### config.mk
export PLATFORM = sky130hd
export DESIGN_NAME = keypad_code_lock
export DESIGN_NICKNAME = d
export VERILOG_FILES = /design/src/include/keypad_lock_pkg.sv /design/src/hw/keypad_code_lock.sv
export VERILOG_INCLUDE_DIRS = /design/src /design/src/include
export SDC_FILE = /design/constraint.sdc
export NUM_CORES = 1
export LEC_CHECK = 0
export CAP_MARGIN = 5
export CORE_MARGIN = 5
export CORE_UTILIZATION = 55
export CTS_BUF_LIST = sky130_fd_sc_hd__clkbuf_2
export DETAILED_ROUTE_END_ITERATION = 16
export DONT_BUFFER_PORTS = 1
export GPL_TIMING_DRIVEN = 0
export MAX_ROUTING_LAYER = met4
export PLACE_DENSITY = 0.7
export SYNTH_ARGS = -nofsm -noshare
export SYNTH_HDL_FRONTEND = slang
export SYNTH_SLANG_ARGS = --single-unit
### constraint.sdc
create_clock -name clk_i -period 12.15 [get_ports clk_i]
set_input_delay 2.43 -clock clk_i [delete_from_list [all_inputs] [get_ports clk_i]]
set_output_delay 2.43 -clock clk_i [all_outputs]
set_load 0.05 [all_outputs]
### src/include/keypad_lock_map.svh
// constants and register map of the keypad code lock
// Behaviour
// - four digits in order within entry window
// - arm code latches lock low, pulses arm
// - arm code defaults to keys 0 1 5 4
// - disarm code latches lock high, pulses disarm
// - disarm shares first three digits with arm
// - identical arm and disarm codes toggle lock
// - disarm defaults to keys 0 1 5 0
// - duress unlocks, pulses disarm, latches alarm
// - duress alarm only if fourth digit differs
// - duress defaults to keys 0 1 5 1
// - disarm code then key C twice enters programming
// - no entry timeout while programming
// - six digits program all three codes
// - scan, debounce, one event per closure
// - wrong key pulses tamper outside programming
// - wrong key resets timer and digit pointer
// - one pulse width setting for all pulses
// - pulses on every correct entry
// - alarm holds until next arm code
// - lock status is complement of lock
// - entry limit bounds code, not the six digits for programming
`ifndef KEYPAD_LOCK_MAP_SVH
`define KEYPAD_LOCK_MAP_SVH

`define KL_CLK_HZ 50000000
`define KL_SCAN_HZ 10000
`define KL_DEB_MS 25
`define KL_ENTRY_MS 5000
`define KL_PULSE_MS 100

// key code is {sense index, drive index}
`define KL_KEY_PROG 4'hC
`define KL_KEY_REDO 4'hE
// slots: 0..2 common, 3 arm, 4 disarm, 5 duress
`define KL_CODE_DEF 24'h104510

`define KL_REG_ENTRY 4'h0
`define KL_REG_PULSE 4'h4
`define KL_REG_STATUS 4'h8
`define KL_REG_CODES 4'hC

`define KL_ST_LOCK 0
`define KL_ST_ALARM 1
`define KL_ST_PROG 2
`define KL_ST_PTR 3

`endif

### src/include/keypad_lock_pkg.sv
// types of the keypad code lock
package keypad_lock_pkg;

  typedef enum logic [1:0] {
    SC_SEEK = 2'b00,
    SC_DEB = 2'b01,
    SC_HELD = 2'b10,
    SC_REL = 2'b11
  } scan_t;

  typedef enum logic [1:0] {
    MD_CODE = 2'b00,
    MD_WAIT = 2'b01,
    MD_PROG = 2'b10
  } mode_t;

  typedef struct packed {
    logic read;
    logic write;
    logic [3:0] address;
    logic [31:0] writedata;
  } avs_req_t;

  typedef struct packed {
    logic waitrequest;
    logic [31:0] readdata;
  } avs_rsp_t;

  typedef struct packed {
    logic [15:0] div;
    logic [1:0] row;
    logic [3:0] oe;
    scan_t scan;
    logic [3:0] key;
    logic [15:0] deb;
    mode_t mode;
    logic [2:0] ptr;
    logic pcount;
    logic [15:0] tmr;
    logic [15:0] pcnt;
    logic arm_p;
    logic dis_p;
    logic tmp_p;
    logic lock;
    logic lock_n;
    logic alarm;
    logic prog;
    logic [5:0][3:0] code;
    logic [5:0][3:0] stage;
    logic [15:0] entry_lim;
    logic [15:0] pulse_lim;
    logic ack;
    avs_rsp_t rsp;
  } core_t;

endpackage

### src/hw/keypad_code_lock.sv
// keypad scanner, code checker and lock outputs with avalon registers
`timescale 1ns/1ps
`include "keypad_lock_map.svh"

module keypad_code_lock
  import keypad_lock_pkg::*;
#(
  parameter int CLK_HZ = `KL_CLK_HZ,
  parameter int SCAN_HZ = `KL_SCAN_HZ,
  parameter int SCAN_DIV = CLK_HZ / SCAN_HZ,
  parameter int DEB_TICKS = (`KL_DEB_MS * SCAN_HZ + 999) / 1000,
  parameter int ENTRY_TICKS = (`KL_ENTRY_MS * SCAN_HZ) / 1000,
  parameter int PULSE_TICKS = (`KL_PULSE_MS * SCAN_HZ) / 1000
) (
  // clock and reset
  input wire logic clk_i,
  input wire logic rst_b_i,
  // avalon slave
  input wire avs_req_t avs_req_i,
  output avs_rsp_t avs_rsp_o,
  // keypad matrix
  input wire logic [3:0] key_sense_i,
  output logic [3:0] key_drive_o,
  output logic [3:0] key_drive_oe_o,
  // lock outputs
  output logic lock_o,
  output logic lock_status_o,
  output logic alarm_o,
  output logic prog_o,
  output logic arm_pulse_o,
  output logic disarm_pulse_o,
  output logic tamper_o
);

  localparam logic [15:0] DIV_END = 16'(SCAN_DIV - 1);
  localparam logic [15:0] DEB_END = 16'(DEB_TICKS);
  localparam logic [15:0] ENTRY_DEF = 16'(ENTRY_TICKS);
  localparam logic [15:0] PULSE_DEF = 16'(PULSE_TICKS);

  core_t s_q;
  core_t s_d;

  ////////////////////////////////////////////////////////////////
  // helpers

  // lowest closed sense line, bit 2 flags a closure
  function automatic logic [2:0] first_low(input logic [3:0] v);
    logic [2:0] r;
    r = 3'h0;
    for (int i = 3; i >= 0; i--) begin
      if (!v[i]) begin
        r = {1'b1, 2'(i)};
      end
    end
    return r;
  endfunction

  function automatic logic [3:0] row_hot(input logic [1:0] r);
    return 4'h1 << r;
  endfunction

  ////////////////////////////////////////////////////////////////
  // next state

  logic tick;
  logic [2:0] hit;
  logic evt;
  logic [3:0] k;
  logic is_arm;
  logic is_dis;
  logic is_dur;
  logic bad;
  logic [2:0] p;
  logic expired;
  mode_t m;

  always_comb begin
    s_d = s_q;
    tick = 1'b0;
    evt = 1'b0;
    k = 4'h0;
    is_arm = 1'b0;
    is_dis = 1'b0;
    is_dur = 1'b0;
    bad = 1'b0;
    expired = 1'b0;
    p = s_q.ptr;
    hit = first_low(key_sense_i);

    // scan prescaler
    if (s_q.div >= DIV_END) begin
      s_d.div = 16'h0000;
      tick = 1'b1;
    end else begin
      s_d.div = s_q.div + 16'h0001;
    end

    // scan and debounce
    case (s_q.scan)
      SC_SEEK: begin
        if (tick) begin
          if (hit[2]) begin
            s_d.scan = SC_DEB;
            s_d.key = {hit[1:0], s_q.row};
            s_d.deb = 16'h0000;
          end else begin
            s_d.row = s_q.row + 2'h1;
          end
        end
      end
      SC_DEB: begin
        if (tick) begin
          if (!hit[2] || hit[1:0] != s_q.key[3:2]) begin
            s_d.scan = SC_SEEK;
          end else if (s_q.deb + 16'h0001 >= DEB_END) begin
            s_d.scan = SC_HELD;
            evt = 1'b1;
          end else begin
            s_d.deb = s_q.deb + 16'h0001;
          end
        end
      end
      SC_HELD: begin
        if (tick && !hit[2]) begin
          s_d.scan = SC_REL;
          s_d.deb = 16'h0000;
        end
      end
      SC_REL: begin
        if (tick) begin
          if (hit[2]) begin
            s_d.scan = SC_HELD;
          end else if (s_q.deb + 16'h0001 >= DEB_END) begin
            s_d.scan = SC_SEEK;
          end else begin
            s_d.deb = s_q.deb + 16'h0001;
          end
        end
      end
      default: begin
        s_d.scan = SC_SEEK;
      end
    endcase
    s_d.oe = row_hot(s_d.row);

    // pulse width counter
    if (tick && s_q.pcnt != 16'h0000) begin
      s_d.pcnt = s_q.pcnt - 16'h0001;
      if (s_q.pcnt == 16'h0001) begin
        s_d.arm_p = 1'b0;
        s_d.dis_p = 1'b0;
        s_d.tmp_p = 1'b0;
      end
    end

    // entry window, stopped while programming
    if (s_q.mode == MD_WAIT || (s_q.mode == MD_CODE && s_q.ptr != 3'h0))
    begin
      if (tick) begin
        s_d.tmr = s_q.tmr + 16'h0001;
        if (s_q.tmr + 16'h0001 >= s_q.entry_lim) begin
          expired = 1'b1;
          s_d.mode = MD_CODE;
          s_d.ptr = 3'h0;
          s_d.tmr = 16'h0000;
        end
      end
    end else begin
      s_d.tmr = 16'h0000;
    end

    // a key on the expiry tick starts a fresh entry
    m = s_q.mode;
    if (expired) begin
      m = MD_CODE;
      p = 3'h0;
    end

    // key event handling
    if (evt) begin
      k = s_q.key;
      case (m)
        MD_PROG: begin
          if (k == `KL_KEY_REDO) begin
            s_d.ptr = 3'h0;
          end else begin
            s_d.stage[s_q.ptr] = k;
            s_d.ptr = s_q.ptr + 3'h1;
            if (s_q.ptr == 3'h5) begin
              s_d.code = s_d.stage;
              s_d.prog = 1'b0;
              s_d.mode = MD_CODE;
              s_d.ptr = 3'h0;
            end
          end
        end
        default: begin
          if (m == MD_WAIT && k == `KL_KEY_PROG) begin
            s_d.pcount = 1'b1;
            if (s_q.pcount) begin
              s_d.mode = MD_PROG;
              s_d.prog = 1'b1;
              s_d.ptr = 3'h0;
            end
          end else begin
            if (m == MD_WAIT) begin
              p = 3'h0;
              s_d.tmr = 16'h0000;
            end
            s_d.mode = MD_CODE;
            if (p < 3'h3) begin
              if (k == s_q.code[p]) begin
                s_d.ptr = p + 3'h1;
              end else begin
                bad = 1'b1;
              end
            end else begin
              is_arm = k == s_q.code[3];
              is_dis = k == s_q.code[4];
              is_dur = k == s_q.code[5] && !is_arm && !is_dis;
              s_d.ptr = 3'h0;
              s_d.tmr = 16'h0000;
              if (is_arm && is_dis) begin
                s_d.lock = !s_q.lock;
                s_d.pcnt = s_q.pulse_lim;
                s_d.arm_p = s_q.lock;
                s_d.dis_p = !s_q.lock;
                s_d.tmp_p = 1'b0;
                if (s_q.lock) begin
                  s_d.alarm = 1'b0;
                end
                s_d.mode = MD_WAIT;
                s_d.pcount = 1'b0;
              end else if (is_arm) begin
                s_d.lock = 1'b0;
                s_d.alarm = 1'b0;
                s_d.pcnt = s_q.pulse_lim;
                s_d.arm_p = 1'b1;
                s_d.dis_p = 1'b0;
                s_d.tmp_p = 1'b0;
              end else if (is_dis) begin
                s_d.lock = 1'b1;
                s_d.pcnt = s_q.pulse_lim;
                s_d.arm_p = 1'b0;
                s_d.dis_p = 1'b1;
                s_d.tmp_p = 1'b0;
                s_d.mode = MD_WAIT;
                s_d.pcount = 1'b0;
              end else if (is_dur) begin
                s_d.lock = 1'b1;
                s_d.alarm = 1'b1;
                s_d.pcnt = s_q.pulse_lim;
                s_d.arm_p = 1'b0;
                s_d.dis_p = 1'b1;
                s_d.tmp_p = 1'b0;
              end else begin
                bad = 1'b1;
              end
            end
            if (bad) begin
              s_d.pcnt = s_q.pulse_lim;
              s_d.arm_p = 1'b0;
              s_d.dis_p = 1'b0;
              s_d.tmp_p = 1'b1;
              s_d.ptr = 3'h0;
              s_d.tmr = 16'h0000;
            end
          end
        end
      endcase
    end
    s_d.lock_n = !s_d.lock;

    // avalon slave, one wait cycle then one ready cycle
    if (s_q.ack) begin
      s_d.ack = 1'b0;
      s_d.rsp.waitrequest = 1'b1;
      if (avs_req_i.write) begin
        case (avs_req_i.address)
          `KL_REG_ENTRY: begin
            s_d.entry_lim = avs_req_i.writedata[15:0];
          end
          `KL_REG_PULSE: begin
            s_d.pulse_lim = avs_req_i.writedata[15:0];
          end
          default: begin
          end
        endcase
      end
    end else if (avs_req_i.read || avs_req_i.write) begin
      s_d.ack = 1'b1;
      s_d.rsp.waitrequest = 1'b0;
      s_d.rsp.readdata = 32'h0000_0000;
      if (avs_req_i.read) begin
        case (avs_req_i.address)
          `KL_REG_ENTRY: begin
            s_d.rsp.readdata[15:0] = s_q.entry_lim;
          end
          `KL_REG_PULSE: begin
            s_d.rsp.readdata[15:0] = s_q.pulse_lim;
          end
          `KL_REG_STATUS: begin
            s_d.rsp.readdata[`KL_ST_LOCK] = s_q.lock;
            s_d.rsp.readdata[`KL_ST_ALARM] = s_q.alarm;
            s_d.rsp.readdata[`KL_ST_PROG] = s_q.prog;
            s_d.rsp.readdata[`KL_ST_PTR +: 3] = s_q.ptr;
          end
          `KL_REG_CODES: begin
            s_d.rsp.readdata[23:0] = s_q.code;
          end
          default: begin
          end
        endcase
      end
    end
  end

  ////////////////////////////////////////////////////////////////
  // state register

  always_ff @(posedge clk_i or negedge rst_b_i) begin
    if (!rst_b_i) begin
      s_q.div <= 16'h0000;
      s_q.row <= 2'h0;
      s_q.oe <= 4'h1;
      s_q.scan <= SC_SEEK;
      s_q.key <= 4'h0;
      s_q.deb <= 16'h0000;
      s_q.mode <= MD_CODE;
      s_q.ptr <= 3'h0;
      s_q.pcount <= 1'b0;
      s_q.tmr <= 16'h0000;
      s_q.pcnt <= 16'h0000;
      s_q.arm_p <= 1'b0;
      s_q.dis_p <= 1'b0;
      s_q.tmp_p <= 1'b0;
      s_q.lock <= 1'b0;
      s_q.lock_n <= 1'b1;
      s_q.alarm <= 1'b0;
      s_q.prog <= 1'b0;
      s_q.code <= `KL_CODE_DEF;
      s_q.stage <= `KL_CODE_DEF;
      s_q.entry_lim <= ENTRY_DEF;
      s_q.pulse_lim <= PULSE_DEF;
      s_q.ack <= 1'b0;
      s_q.rsp <= '{waitrequest: 1'b1, readdata: 32'h0000_0000};
    end else begin
      s_q <= s_d;
    end
  end

  ////////////////////////////////////////////////////////////////
  // outputs

  assign avs_rsp_o = s_q.rsp;
  assign key_drive_o = 4'h0;
  assign key_drive_oe_o = s_q.oe;
  assign lock_o = s_q.lock;
  assign lock_status_o = s_q.lock_n;
  assign alarm_o = s_q.alarm;
  assign prog_o = s_q.prog;
  assign arm_pulse_o = s_q.arm_p;
  assign disarm_pulse_o = s_q.dis_p;
  assign tamper_o = s_q.tmp_p;

endmodule

==> flow_metrics.env, run 1 <==
export IMPL_finalSetupTns_ns=0
export IMPL_cts_buffer_depth=2
export IMPL_rsz0062_at_grt="no"
export IMPL_slew_headroom_pct=23.2
export IMPL_reg2regPathDepth=18
export IMPL_postCtsHoldBufs=0
export IMPL_fillers=1655
export IMPL_async_flop_share_pct=100
export IMPL_die_h_um=149
export IMPL_drive_above_1_share_pct=18.5
export IMPL_initial_utilization_pct=56.1
export IMPL_synth_avg_cell_area_um2=9.92
export IMPL_hold_viol_final=0
export IMPL_fmax_mhz=174
export IMPL_crit_family="simple AND/OR/NAND/NOR gates"
export IMPL_cts_tree="done"
export IMPL_placed_cells=1339
export IMPL_cts_inserted_buffers=17
export IMPL_max_stage_delay_ns=0.55
export IMPL_syn_to_final_growth_pct=6.04
export IMPL_grt_usage_pct=24.2
export IMPL_ys_ff_latch=191
export IMPL_drtPass1Iterations=5
export IMPL_routed_wl_um=25400
export IMPL_synthTopCellsByArea="dfrtp_1 40%, mux2_2 7.6%, dfstp_2 6.0%"
export IMPL_worstSetupPathType="reg2reg"
export IMPL_overflow=0
export IMPL_hold_start="s_q[186]"
export IMPL_synth_top_cell_by_area="dfrtp_1"
export IMPL_yosysWarnings=0
export IMPL_post_place_ws_ns=6.50
export IMPL_ys_types=71
export IMPL_synth_edf_count=0
export IMPL_cts_reportedPaths_clkPinSlew_ns=0.26
export IMPL_leakagePower_nw=5.16
export IMPL_drtIter0Drc=695
export IMPL_fin_crit_ns=5.74
export IMPL_critPathSlowestCell="or4_1"
export IMPL_worst_pin_slew_ns=1.14
export IMPL_crit_path_frequent_cell="and3_1"
export IMPL_final_common_cell="dfrtp_1"
export IMPL_htreeDepth=4
export IMPL_ir_drop_uv=145
export IMPL_maxCapViolations=0
export IMPL_reg2reg_to="s_q[131]"
export IMPL_hold_ws_ns=0.499
export IMPL_utilization_pct=59.5
export IMPL_cts_repair_resized=0
export IMPL_die_area_um2=22100
export IMPL_io_buffers=0
export IMPL_final_cell_mix="167 x dfrtp_1, 122 x nand2_1, 79 x nor2_1, 71 x mux2_2, 69 x o21ai_0"
export IMPL_p_per_area_nw_per_um2=140
export IMPL_worstHoldPathType="reg2reg"
export IMPL_io_pins=92
export IMPL_synth_top_area_share_pct=39.5
export IMPL_grt_pass1_wl_um=41200
export IMPL_path_cells="and3_1 -> and3_1 -> and3_1 -> and3_1 -> nand3_1 -> xnor2_1 -> ha_1 -> nand4_2 -> or3_1 -> or4_1 -> a32oi_2 -> mux2_4 -> a221o_2 -> a32oi_2 -> a31o_1 -> buf_6 -> buf_12 -> mux2_4"
export IMPL_core_um2=18800
export IMPL_setup_ws_ns=6.41
export IMPL_crit_required_ns=12.84
export IMPL_numClockSinks=191
export IMPL_crit_path_start_kind="register"
export IMPL_r2r_start="s_q[137]"
export IMPL_rows=50
export IMPL_drc=0
export IMPL_slew_violations=0
export IMPL_status="finished, final reports clean"
export IMPL_skew_ns=0.0518
export IMPL_yosysSeqAreaShare_pct=45.5
export IMPL_drtAntennaViolNets=0
export IMPL_final_nets=1166
export IMPL_place_hpwl_um=18500
export IMPL_worstSkewPairLatency_ns=0.78
export IMPL_yosys_most_used_dff="dfrtp_1"
export IMPL_setup_viol=0
export IMPL_syn_inst=1065
export IMPL_fin_cells=1372
export IMPL_holdPathStages=1
export IMPL_root_buffer="clkbuf_2"
export IMPL_gp_congestion=0.965
export IMPL_crit_buf_inv=2
export IMPL_antenna_found_initial=1
export IMPL_chipWidth_um=149
export IMPL_synth_area_um2=10600
export IMPL_period_share_pct=47.3
export IMPL_vias_per_cell=5.77
export IMPL_grt_pass1_vias=7700
export IMPL_post_cts_buffers=0
export IMPL_vias=7911
export IMPL_critPathMaxFanout=10
export IMPL_cp_arrival_ns=6.43
export IMPL_drt_wirelength_per_cell_um=18.5
export IMPL_grt_start_max_net_pins=192
export IMPL_crit_path_end_kind="register"
export IMPL_whs_endpoint="key_drive_oe_o[1]"
export IMPL_reg2reg_slack_ns=6.41
-- power breakdown --
part           total (mW)  internal [mW]  switching, mW
combinational       0.495          0.183          0.312
clock               0.341          0.118          0.224
sequential          0.734          0.694         0.0397
-- layout make-up --
class	instances	area [um2]	share of cell area (%)
multi-input combinational	768	5150	45.9
sequential	191	4810	42.9
buffer	88	546	4.87
tap	260	325	2.90
clock inverter	13	163	1.45
inverter	32	120	1.07
clock buffer	19	95.1	0.848
antenna	1	2.50	0.0223
-- synthesized netlist by cell type, types with 10 or more instances --
master	n
a22oi_1	23
inv_1	32
nor2_1	79
nor3_1	22
buf_4	41
o21ai_0	69
xor2_1	35
dfrtp_1	167
mux2_2	71
and3_1	18
dfstp_2	24
nand2_1	122
ha_1	24
mux2i_1	28
xnor2_1	22
and2_1	15
a31oi_1	10
nand4_1	10
clkbuf_1	36
a21oi_1	39
nand3_1	32
-- per-stage QoR --
stage	power (mW)	instance area (um2)
6_report	1.57	11200
5_1_grt	1.66	11200
3_3_place_gp	1.22	10900
4_1_cts	1.57	11200
2_1_floorplan	1.11	10600
3_5_place_dp	1.23	10900
-- worst max path at each step --
| stage | startpoint | endpoint | slack (ns) | cells past startpoint |
|---|---|---|---|---|
| after detailed placement | s_q[137] | s_q[131] | 6.50 | 18 |
| final | s_q[137] | s_q[131] | 6.41 | 18 |
| after global placement | s_q[137] | s_q[130] | 6.54 | 18 |
| after global routing | s_q[137] | s_q[130] | 6.13 | 18 |
| after CTS | s_q[137] | s_q[131] | 6.46 | 18 |
| after floorplan | s_q[137] | s_q[130] | 7.16 | 18 |
-- logic make-up (layout without fill, tap and decap cells) --
| family | count (synthesis) | after routing | share of synthesized area [%] |
|---|---|---|---|
| flip-flops | 191 | 191 | 45.5 |
| AND/OR/NAND/NOR | 359 | 359 | 16.4 |
| buffers and inverters | 120 | 152 | 6.30 |
| XOR/XNOR | 57 | 57 | 4.72 |
| multiplexers | 107 | 107 | 11.4 |
| AO/OA/AOI/OAI | 206 | 206 | 12.8 |
| other | 1 | 16 | 0.0355 |
| adder cells (fa/ha/maj) | 24 | 24 | 2.84 |
-- layer usage --
layer	track usage [%]	share of wire, %
met2	36.3	46
met4	5.87	1.7
met5	-	0
met3	5.21	7.2
met1	33.8	45
-- registers in the layout, summed over array words and instances, names as in the netlist --
signal	flops
alarm_o	1
prog_o	1
disarm_pulse_o	1
key_drive_oe_o	4
lock_o	1
lock_status_o	1
avs_rsp_o	25
s_q	155
tamper_o	1
arm_pulse_o	1
-- worst register-to-register path, delay by kind of cell, from the launching register on --
family / cells / cell delay [ns]
multiplexers: 2 / 0.67
XOR/XNOR: 1 / 0.17
flip-flops: 1 / 0.47
AND/OR/NAND/NOR: 8 / 2.29
adder cells (fa/ha/maj): 1 / 0.31
buffers and inverters: 2 / 0.34
AO/OA/AOI/OAI: 4 / 1.45
No activity file was read; power rests on OpenSTA's default activity.
==> run 2: changes to the inputs <==
--- a/config.mk
+++ b/config.mk
@@ -14,7 +14,7 @@
 export DONT_BUFFER_PORTS = 1
 export GPL_TIMING_DRIVEN = 0
 export MAX_ROUTING_LAYER = met4
-export PLACE_DENSITY = 0.7
+export PLACE_DENSITY = 0.73
 export SYNTH_ARGS = -nofsm -noshare
 export SYNTH_HDL_FRONTEND = slang
 export SYNTH_SLANG_ARGS = --single-unit
==> constraint.sdc (replaced) <==
create_clock -name clk_i -period 4.9 [get_ports clk_i]
set_input_delay 0.98 -clock clk_i [delete_from_list [all_inputs] [get_ports clk_i]]
set_output_delay 0.98 -clock clk_i [all_outputs]
set_load 0.05 [all_outputs]
==> run 2 against run 1 <==
Effect of this change:
- setup slack worse by 6.4 ns
- register-to-register slack worse by 6.4 ns
- non-clock buffer count is 18 higher
- sequential cell count stayed put
- worst hold slack worse by 0.33 ns
- sequential share of layout area is 1.2 points lower
- die area stayed put
- highest routed layer unchanged
- maximum frequency is 18% higher
- clock power is 150% higher
- largest power group unchanged
- wire length is 1.3% higher
- cell count is 1.4% higher
- critical path depth stayed put
==> flow_metrics.env, run 2 (synthesized netlist as in run 1, its figures left out) <==
export IMPL_drc=0
export IMPL_hold_ws_ns=0.173
export IMPL_numClockSinks=191
export IMPL_drive_above_1_share_pct=21.5
export IMPL_critPathMaxFanout=8
export IMPL_vias=8033
export IMPL_cts_tree="done"
export IMPL_worst_pin_slew_ns=1.16
export IMPL_die_area_um2=22100
export IMPL_p_total_mw=4.01
export IMPL_maxCapViolations=0
export IMPL_crit_path_end_kind="register"
export IMPL_p_per_area_nw_per_um2=348
export IMPL_drtAntennaViolNets=0
export IMPL_period_share_pct=99.0
export IMPL_cts_buffer_depth=2
export IMPL_fillers=1618
export IMPL_largest_register_ffs=155
export IMPL_cts_reportedPaths_clkPinSlew_ns=0.28
export IMPL_drt_wirelength_per_cell_um=18.5
export IMPL_slew_headroom_pct=21.6
export IMPL_utilization_pct=61.2
export IMPL_io_pins=92
export IMPL_ir_drop_uv=296
export IMPL_crit_required_ns=5.58
export IMPL_die_h_um=149
export IMPL_grt_usage_pct=24.1
export IMPL_crit_family="simple AND/OR/NAND/NOR gates"
export IMPL_vias_per_cell=5.77
export IMPL_slew_violations=0
export IMPL_drtPass1Iterations=5
export IMPL_worstSetupPathType="reg2reg"
export IMPL_critPathSlowestCell="dfrtp_1"
export IMPL_rows=50
export IMPL_htreeDepth=4
export IMPL_syn_to_final_growth_pct=9.03
export IMPL_status="finished, final reports clean"
export IMPL_fin_crit_ns=4.85
export IMPL_initial_utilization_pct=56.1
export IMPL_cts_inserted_buffers=17
export IMPL_registers_top_by_ff_count="s_q"
export IMPL_final_common_cell="dfrtp_1"
export IMPL_crit_path_start_kind="register"
export IMPL_crit_buf_inv=2
export IMPL_chipWidth_um=149
export IMPL_fmax_mhz=206
export IMPL_routed_wl_um=25700
export IMPL_io_buffers=0
export IMPL_final_nets=1184
export IMPL_max_stage_delay_ns=0.47
export IMPL_setup_viol=0
export IMPL_crit_path_frequent_cell="and3_4"
export IMPL_rsz0062_at_grt="yes"
export IMPL_path_cells="ha_2 -> and3_4 -> and3_4 -> and3_4 -> and3_4 -> xor2_1 -> ha_1 -> nand4_2 -> or3_4 -> or4_4 -> a32oi_4 -> mux2_4 -> a221o_2 -> a32oi_4 -> a31o_1 -> buf_6 -> buf_12 -> mux2_4"
export IMPL_core_um2=18800
export IMPL_grt_pass1_wl_um=41200
export IMPL_skew_ns=0.0407
export IMPL_grt_pass1_vias=7983
export IMPL_root_buffer="clkbuf_2"
export IMPL_grt_start_max_net_pins=187
export IMPL_leakagePower_nw=5.28
export IMPL_final_cell_mix="167 x dfrtp_1, 121 x nand2_1, 79 x nor2_1, 68 x mux2_2, 67 x o21ai_0"
export IMPL_gp_congestion=0.957
export IMPL_worstHoldPathType="in2async"
export IMPL_drtIter0Drc=503
export IMPL_place_hpwl_um=18400
export IMPL_worstSkewPairLatency_ns=0.78
export IMPL_cp_arrival_ns=5.53
export IMPL_hold_viol_final=0
export IMPL_overflow=0
export IMPL_antenna_found_initial=2
## run 2: changes by cell type in the layout (fill, tap and decap cells not counted), sizes merged
cell,delta
buf,+16
clkinv,-1
diode,+1
dlygate4sd3,+1
inv,+2
## run 2: timing repair
item	in CTS	in global routing
pin swaps	10	10
hold buffers	2	0
gates cloned	0	0
resized for setup	14	14
buffers inserted	13	3
endpoints found under the setup margin	38	29
endpoints found under the hold margin	186	0
## run 2: final cells by class
| class | count | area [um2] | area share (%) |
|---|---|---|---|
| Multi-Input combinational cell | 768 | 5290 | 45.9 |
| Sequential cell | 191 | 4810 | 41.7 |
| Buffer | 88 | 548 | 4.76 |
| Tap cell | 260 | 325 | 2.82 |
| Timing Repair Buffer | 18 | 170 | 1.48 |
| Clock inverter | 14 | 164 | 1.42 |
| Inverter | 32 | 120 | 1.04 |
| Clock buffer | 18 | 90.1 | 0.782 |
| Antenna cell | 2 | 5.00 | 0.0434 |
## run 2: through the flow
step	TNS, ns	setup WS (ns)	area (um2)	cells
3_3_place_gp	-11.24	-0.504	11000	1339
6_report	0	0.0479	11500	1391
4_1_cts	0	0.000656	11400	1386
2_1_floorplan	0	0.00270	10600	1079
5_1_grt	-0.680	-0.0737	11500	1391
3_5_place_dp	-12.05	-0.528	11000	1339
## run 2: per-layer routing
metal,vias up,GRT usage [%],routed length [um]
met5,-,-,0
met4,0,6.74,473
met3,34,5.58,1590
met2,212,38.3,12100
met1,3971,31.2,11500
li1,3816,-,-
## run 2: worst paths after layout
kind,startpoint,end,slack (ns),cells past startpoint
hold / removal,rst_b_i,s_q[157],0.17,1
max in group asynchronous,rst_b_i,s_q[94],3.90,1
hold reg to reg,s_q[85],s_q[109],0.48,2
setup / recovery,s_q[137],s_q[136],0.05,18
setup reg to reg,s_q[137],s_q[136],0.05,18
min in group clk_i,key_sense_i[1],s_q[177],0.27,1
## run 2: report_power, final
part | switching [mW] | internal (mW) | total [mW]
clock network | 0.563 | 0.289 | 0.852
registers | 0.103 | 1.72 | 1.83
logic | 0.823 | 0.508 | 1.33
total | 1.49 | 2.52 | 4.01
==> run 3: changes to the inputs <==
--- a/config.mk
+++ b/config.mk
@@ -15,6 +15,7 @@
 export GPL_TIMING_DRIVEN = 0
 export MAX_ROUTING_LAYER = met4
 export PLACE_DENSITY = 0.73
+export REMOVE_ABC_BUFFERS = 1
 export SYNTH_ARGS = -nofsm -noshare
 export SYNTH_HDL_FRONTEND = slang
 export SYNTH_SLANG_ARGS = --single-unit
==> run 3 against run 2 <==
Effect of this change:
- the flow now finishes with violations (setup timing)
- cell count is 5.8% lower
- sequential share of layout area is 1.0 points higher
- via count decreased by 3.3%
- first-iteration DRC count increased by 14%
- count of clock-buffer cells in the layout is 1 lower
- clock power up 0.7%
- global-route usage shrank 1.2 points
- wire length is 4.6% lower
- maximum frequency decreased by 2.9%
- non-clock buffer count decreased by 79
- sequential power is 11% higher
- critical path type unchanged
- highest routed layer unchanged
==> flow_metrics.env, run 3 (synthesized netlist as in run 1, its figures left out) <==
export IMPL_cts_inserted_buffers=17
export IMPL_reg2reg_to="s_q[136]"
export IMPL_antenna_found_initial=0
export IMPL_numClockSinks=191
export IMPL_switching_share_pct=39.0
export IMPL_final_area_um2=11200
export IMPL_status="finished, violations left"
export IMPL_cts_tree="done"
export IMPL_critPathMaxFanout=7
export IMPL_gp_congestion=0.974
export IMPL_place_hpwl_um=16300
export IMPL_worst_pin_slew_ns=1.20
export IMPL_io_buffers=0
export IMPL_switchingPower_mw=1.55
export IMPL_die_h_um=149
export IMPL_final_nets=1105
export IMPL_final_cell_mix="167 x dfrtp_1, 122 x nand2_1, 78 x nor2_1, 69 x o21ai_0, 62 x mux2_2"
export IMPL_p_total_mw=3.96
export IMPL_placed_cells=1255
export IMPL_startpoint="s_q[137]"
export IMPL_grt_pass1_vias=7569
export IMPL_registers_top_by_ff_count="s_q"
export IMPL_setup_viol=17
export IMPL_setup_ws_ns=-0.0964
export IMPL_period_share_pct=102
export IMPL_drtAntennaViolNets=0
export IMPL_final_common_cell="dfrtp_1"
export IMPL_setup_worst_path_end="s_q[136]"
export IMPL_fin_crit_ns=5.00
export IMPL_drtPass1Iterations=7
export IMPL_die_area_um2=22100
export IMPL_p_clk_share_pct=21.7
export IMPL_crit_required_ns=5.63
export IMPL_rows=50
export IMPL_rsz0062_at_grt="yes"
export IMPL_core_um2=18800
export IMPL_ir_drop_uv=428
export IMPL_largest_register_ffs=155
export IMPL_grt_pass1_wl_um=39500
export IMPL_vias_per_cell=5.93
export IMPL_grt_usage_pct=22.9
export IMPL_slew_violations=0
export IMPL_maxCapViolations=0
export IMPL_vias=7765
export IMPL_chipWidth_um=149
export IMPL_overflow=0
export IMPL_worstSkewPairLatency_ns=0.83
export IMPL_syn_to_final_growth_pct=6.40
export IMPL_fillers=1541
export IMPL_root_buffer="clkbuf_2"
export IMPL_cp_arrival_ns=5.72
export IMPL_drtIter0Drc=572
export IMPL_fin_cells=1310
export IMPL_hold_viol_final=0
export IMPL_htreeDepth=4
export IMPL_crit_path_start_kind="register"
export IMPL_n_antenna_cell=0
export IMPL_skew_ns=0.0615
export IMPL_drt_wirelength_per_cell_um=18.7
export IMPL_cts_reportedPaths_clkPinSlew_ns=0.30
export IMPL_slew_headroom_pct=19.0
export IMPL_crit_path_end_kind="register"
export IMPL_cts_buffer_depth=2
export IMPL_grt_start_max_net_pins=192
export IMPL_reg2regPathDepth=17
export IMPL_p_per_area_nw_per_um2=352
export IMPL_seqPwrFrac_pct=51.2
export IMPL_initial_utilization_pct=56.1
export IMPL_drc=0
export IMPL_p_int_mw=2.42
export IMPL_routed_wl_um=24600
export IMPL_worstHoldPathType="in2async"
export IMPL_worstSetupPathType="reg2reg"
export IMPL_fmax_mhz=200
export IMPL_place_area_um2=10500
export IMPL_leakagePower_nw=5.05
export IMPL_hold_ws_ns=0.0812
export IMPL_reg2reg_slack_ns=-0.1
export IMPL_violations="setup timing"
export IMPL_io_pins=92
export IMPL_drive_above_1_share_pct=20.4
export IMPL_finalSetupTns_ns=-1.02
export IMPL_r2r_start="s_q[137]"
export IMPL_combPwrFrac_pct=27.1
[run 3: cell types whose count changed in the layout (fill, tap and decap cells not counted), moves of 6 or more]
cell and delta:
clkbuf_1 -36, buf_4 -37, mux2_2 -6, mux2_4 +6
[run 3: power groups by stage]
stage	Combinational [mW]	Sequential [mW]	Clock, mW
after floorplan	0.711	1.95	0
after global placement	0.862	2.04	0
after global routing	1.18	2.05	0.941
after detailed placement	0.891	2.05	0
after CTS	0.954	2.02	0.875
final	1.07	2.03	0.858
[run 3: metrics by stage]
step | setup slack (ns) | util [%]
5_1_grt | -0.178 | 59.7
2_1_floorplan | -0.384 | -
3_5_place_dp | -1.09 | 55.6
6_report | -0.0964 | 59.7
4_1_cts | 0.00373 | 58.3
3_3_place_gp | -1.04 | 55.2
[run 3: worst min path at each step]
stage                         startpoint  endpoint  depth (start not counted)  slack (ns)
after detailed placement         s_q[85]  s_q[109]                          2        0.45
after CTS                        rst_b_i  s_q[168]                          0       -0.27
after global placement           s_q[82]  s_q[106]                          2        0.45
final                            rst_b_i  s_q[152]                          1        0.08
after floorplan                  s_q[82]  s_q[106]                          2        0.44
after global routing      key_sense_i[1]  s_q[177]                          1        0.08
[run 3: cell type report]
type | count | area [um2] | share of cell area (%)
clock inverters | 15 | 188 | 1.67
inverters | 32 | 120 | 1.07
repair buffers | 27 | 289 | 2.57
well taps | 260 | 325 | 2.89
flip-flops and latches | 191 | 4810 | 42.8
multi-input cells | 768 | 5430 | 48.3
clock buffers | 17 | 85.1 | 0.757
[run 3: critical path, stage by stage, from the launching register on]
cell	delay, ns
dfrtp_1	0.50
ha_2	0.21
and3_4	0.18
and3_4	0.18
and3_4	0.20
and3_4	0.19
xor2_4	0.16
ha_4	0.29
nand4_4	0.09
or3_4	0.35
or4_4	0.53
a32oi_4	0.32
mux2_4	0.35
a221o_2	0.36
a32oi_4	0.27
a31o_4	0.27
buf_12	0.15
mux2_4	0.30
[run 3: repair_timing]
item                                   4_1_cts  5_1_grt
pin swaps                                    9        9
setup endpoints to repair                   39       38
endpoints found under the hold margin      190      190
buffers inserted                            12       10
resized for setup                           25       27
[run 3: per-layer routing]
metal	wire length, um	GRT usage [%]
met2	11400	34.6
met3	1730	5.39
met1	11000	31.3
met5	0	-
met4	402	6.47
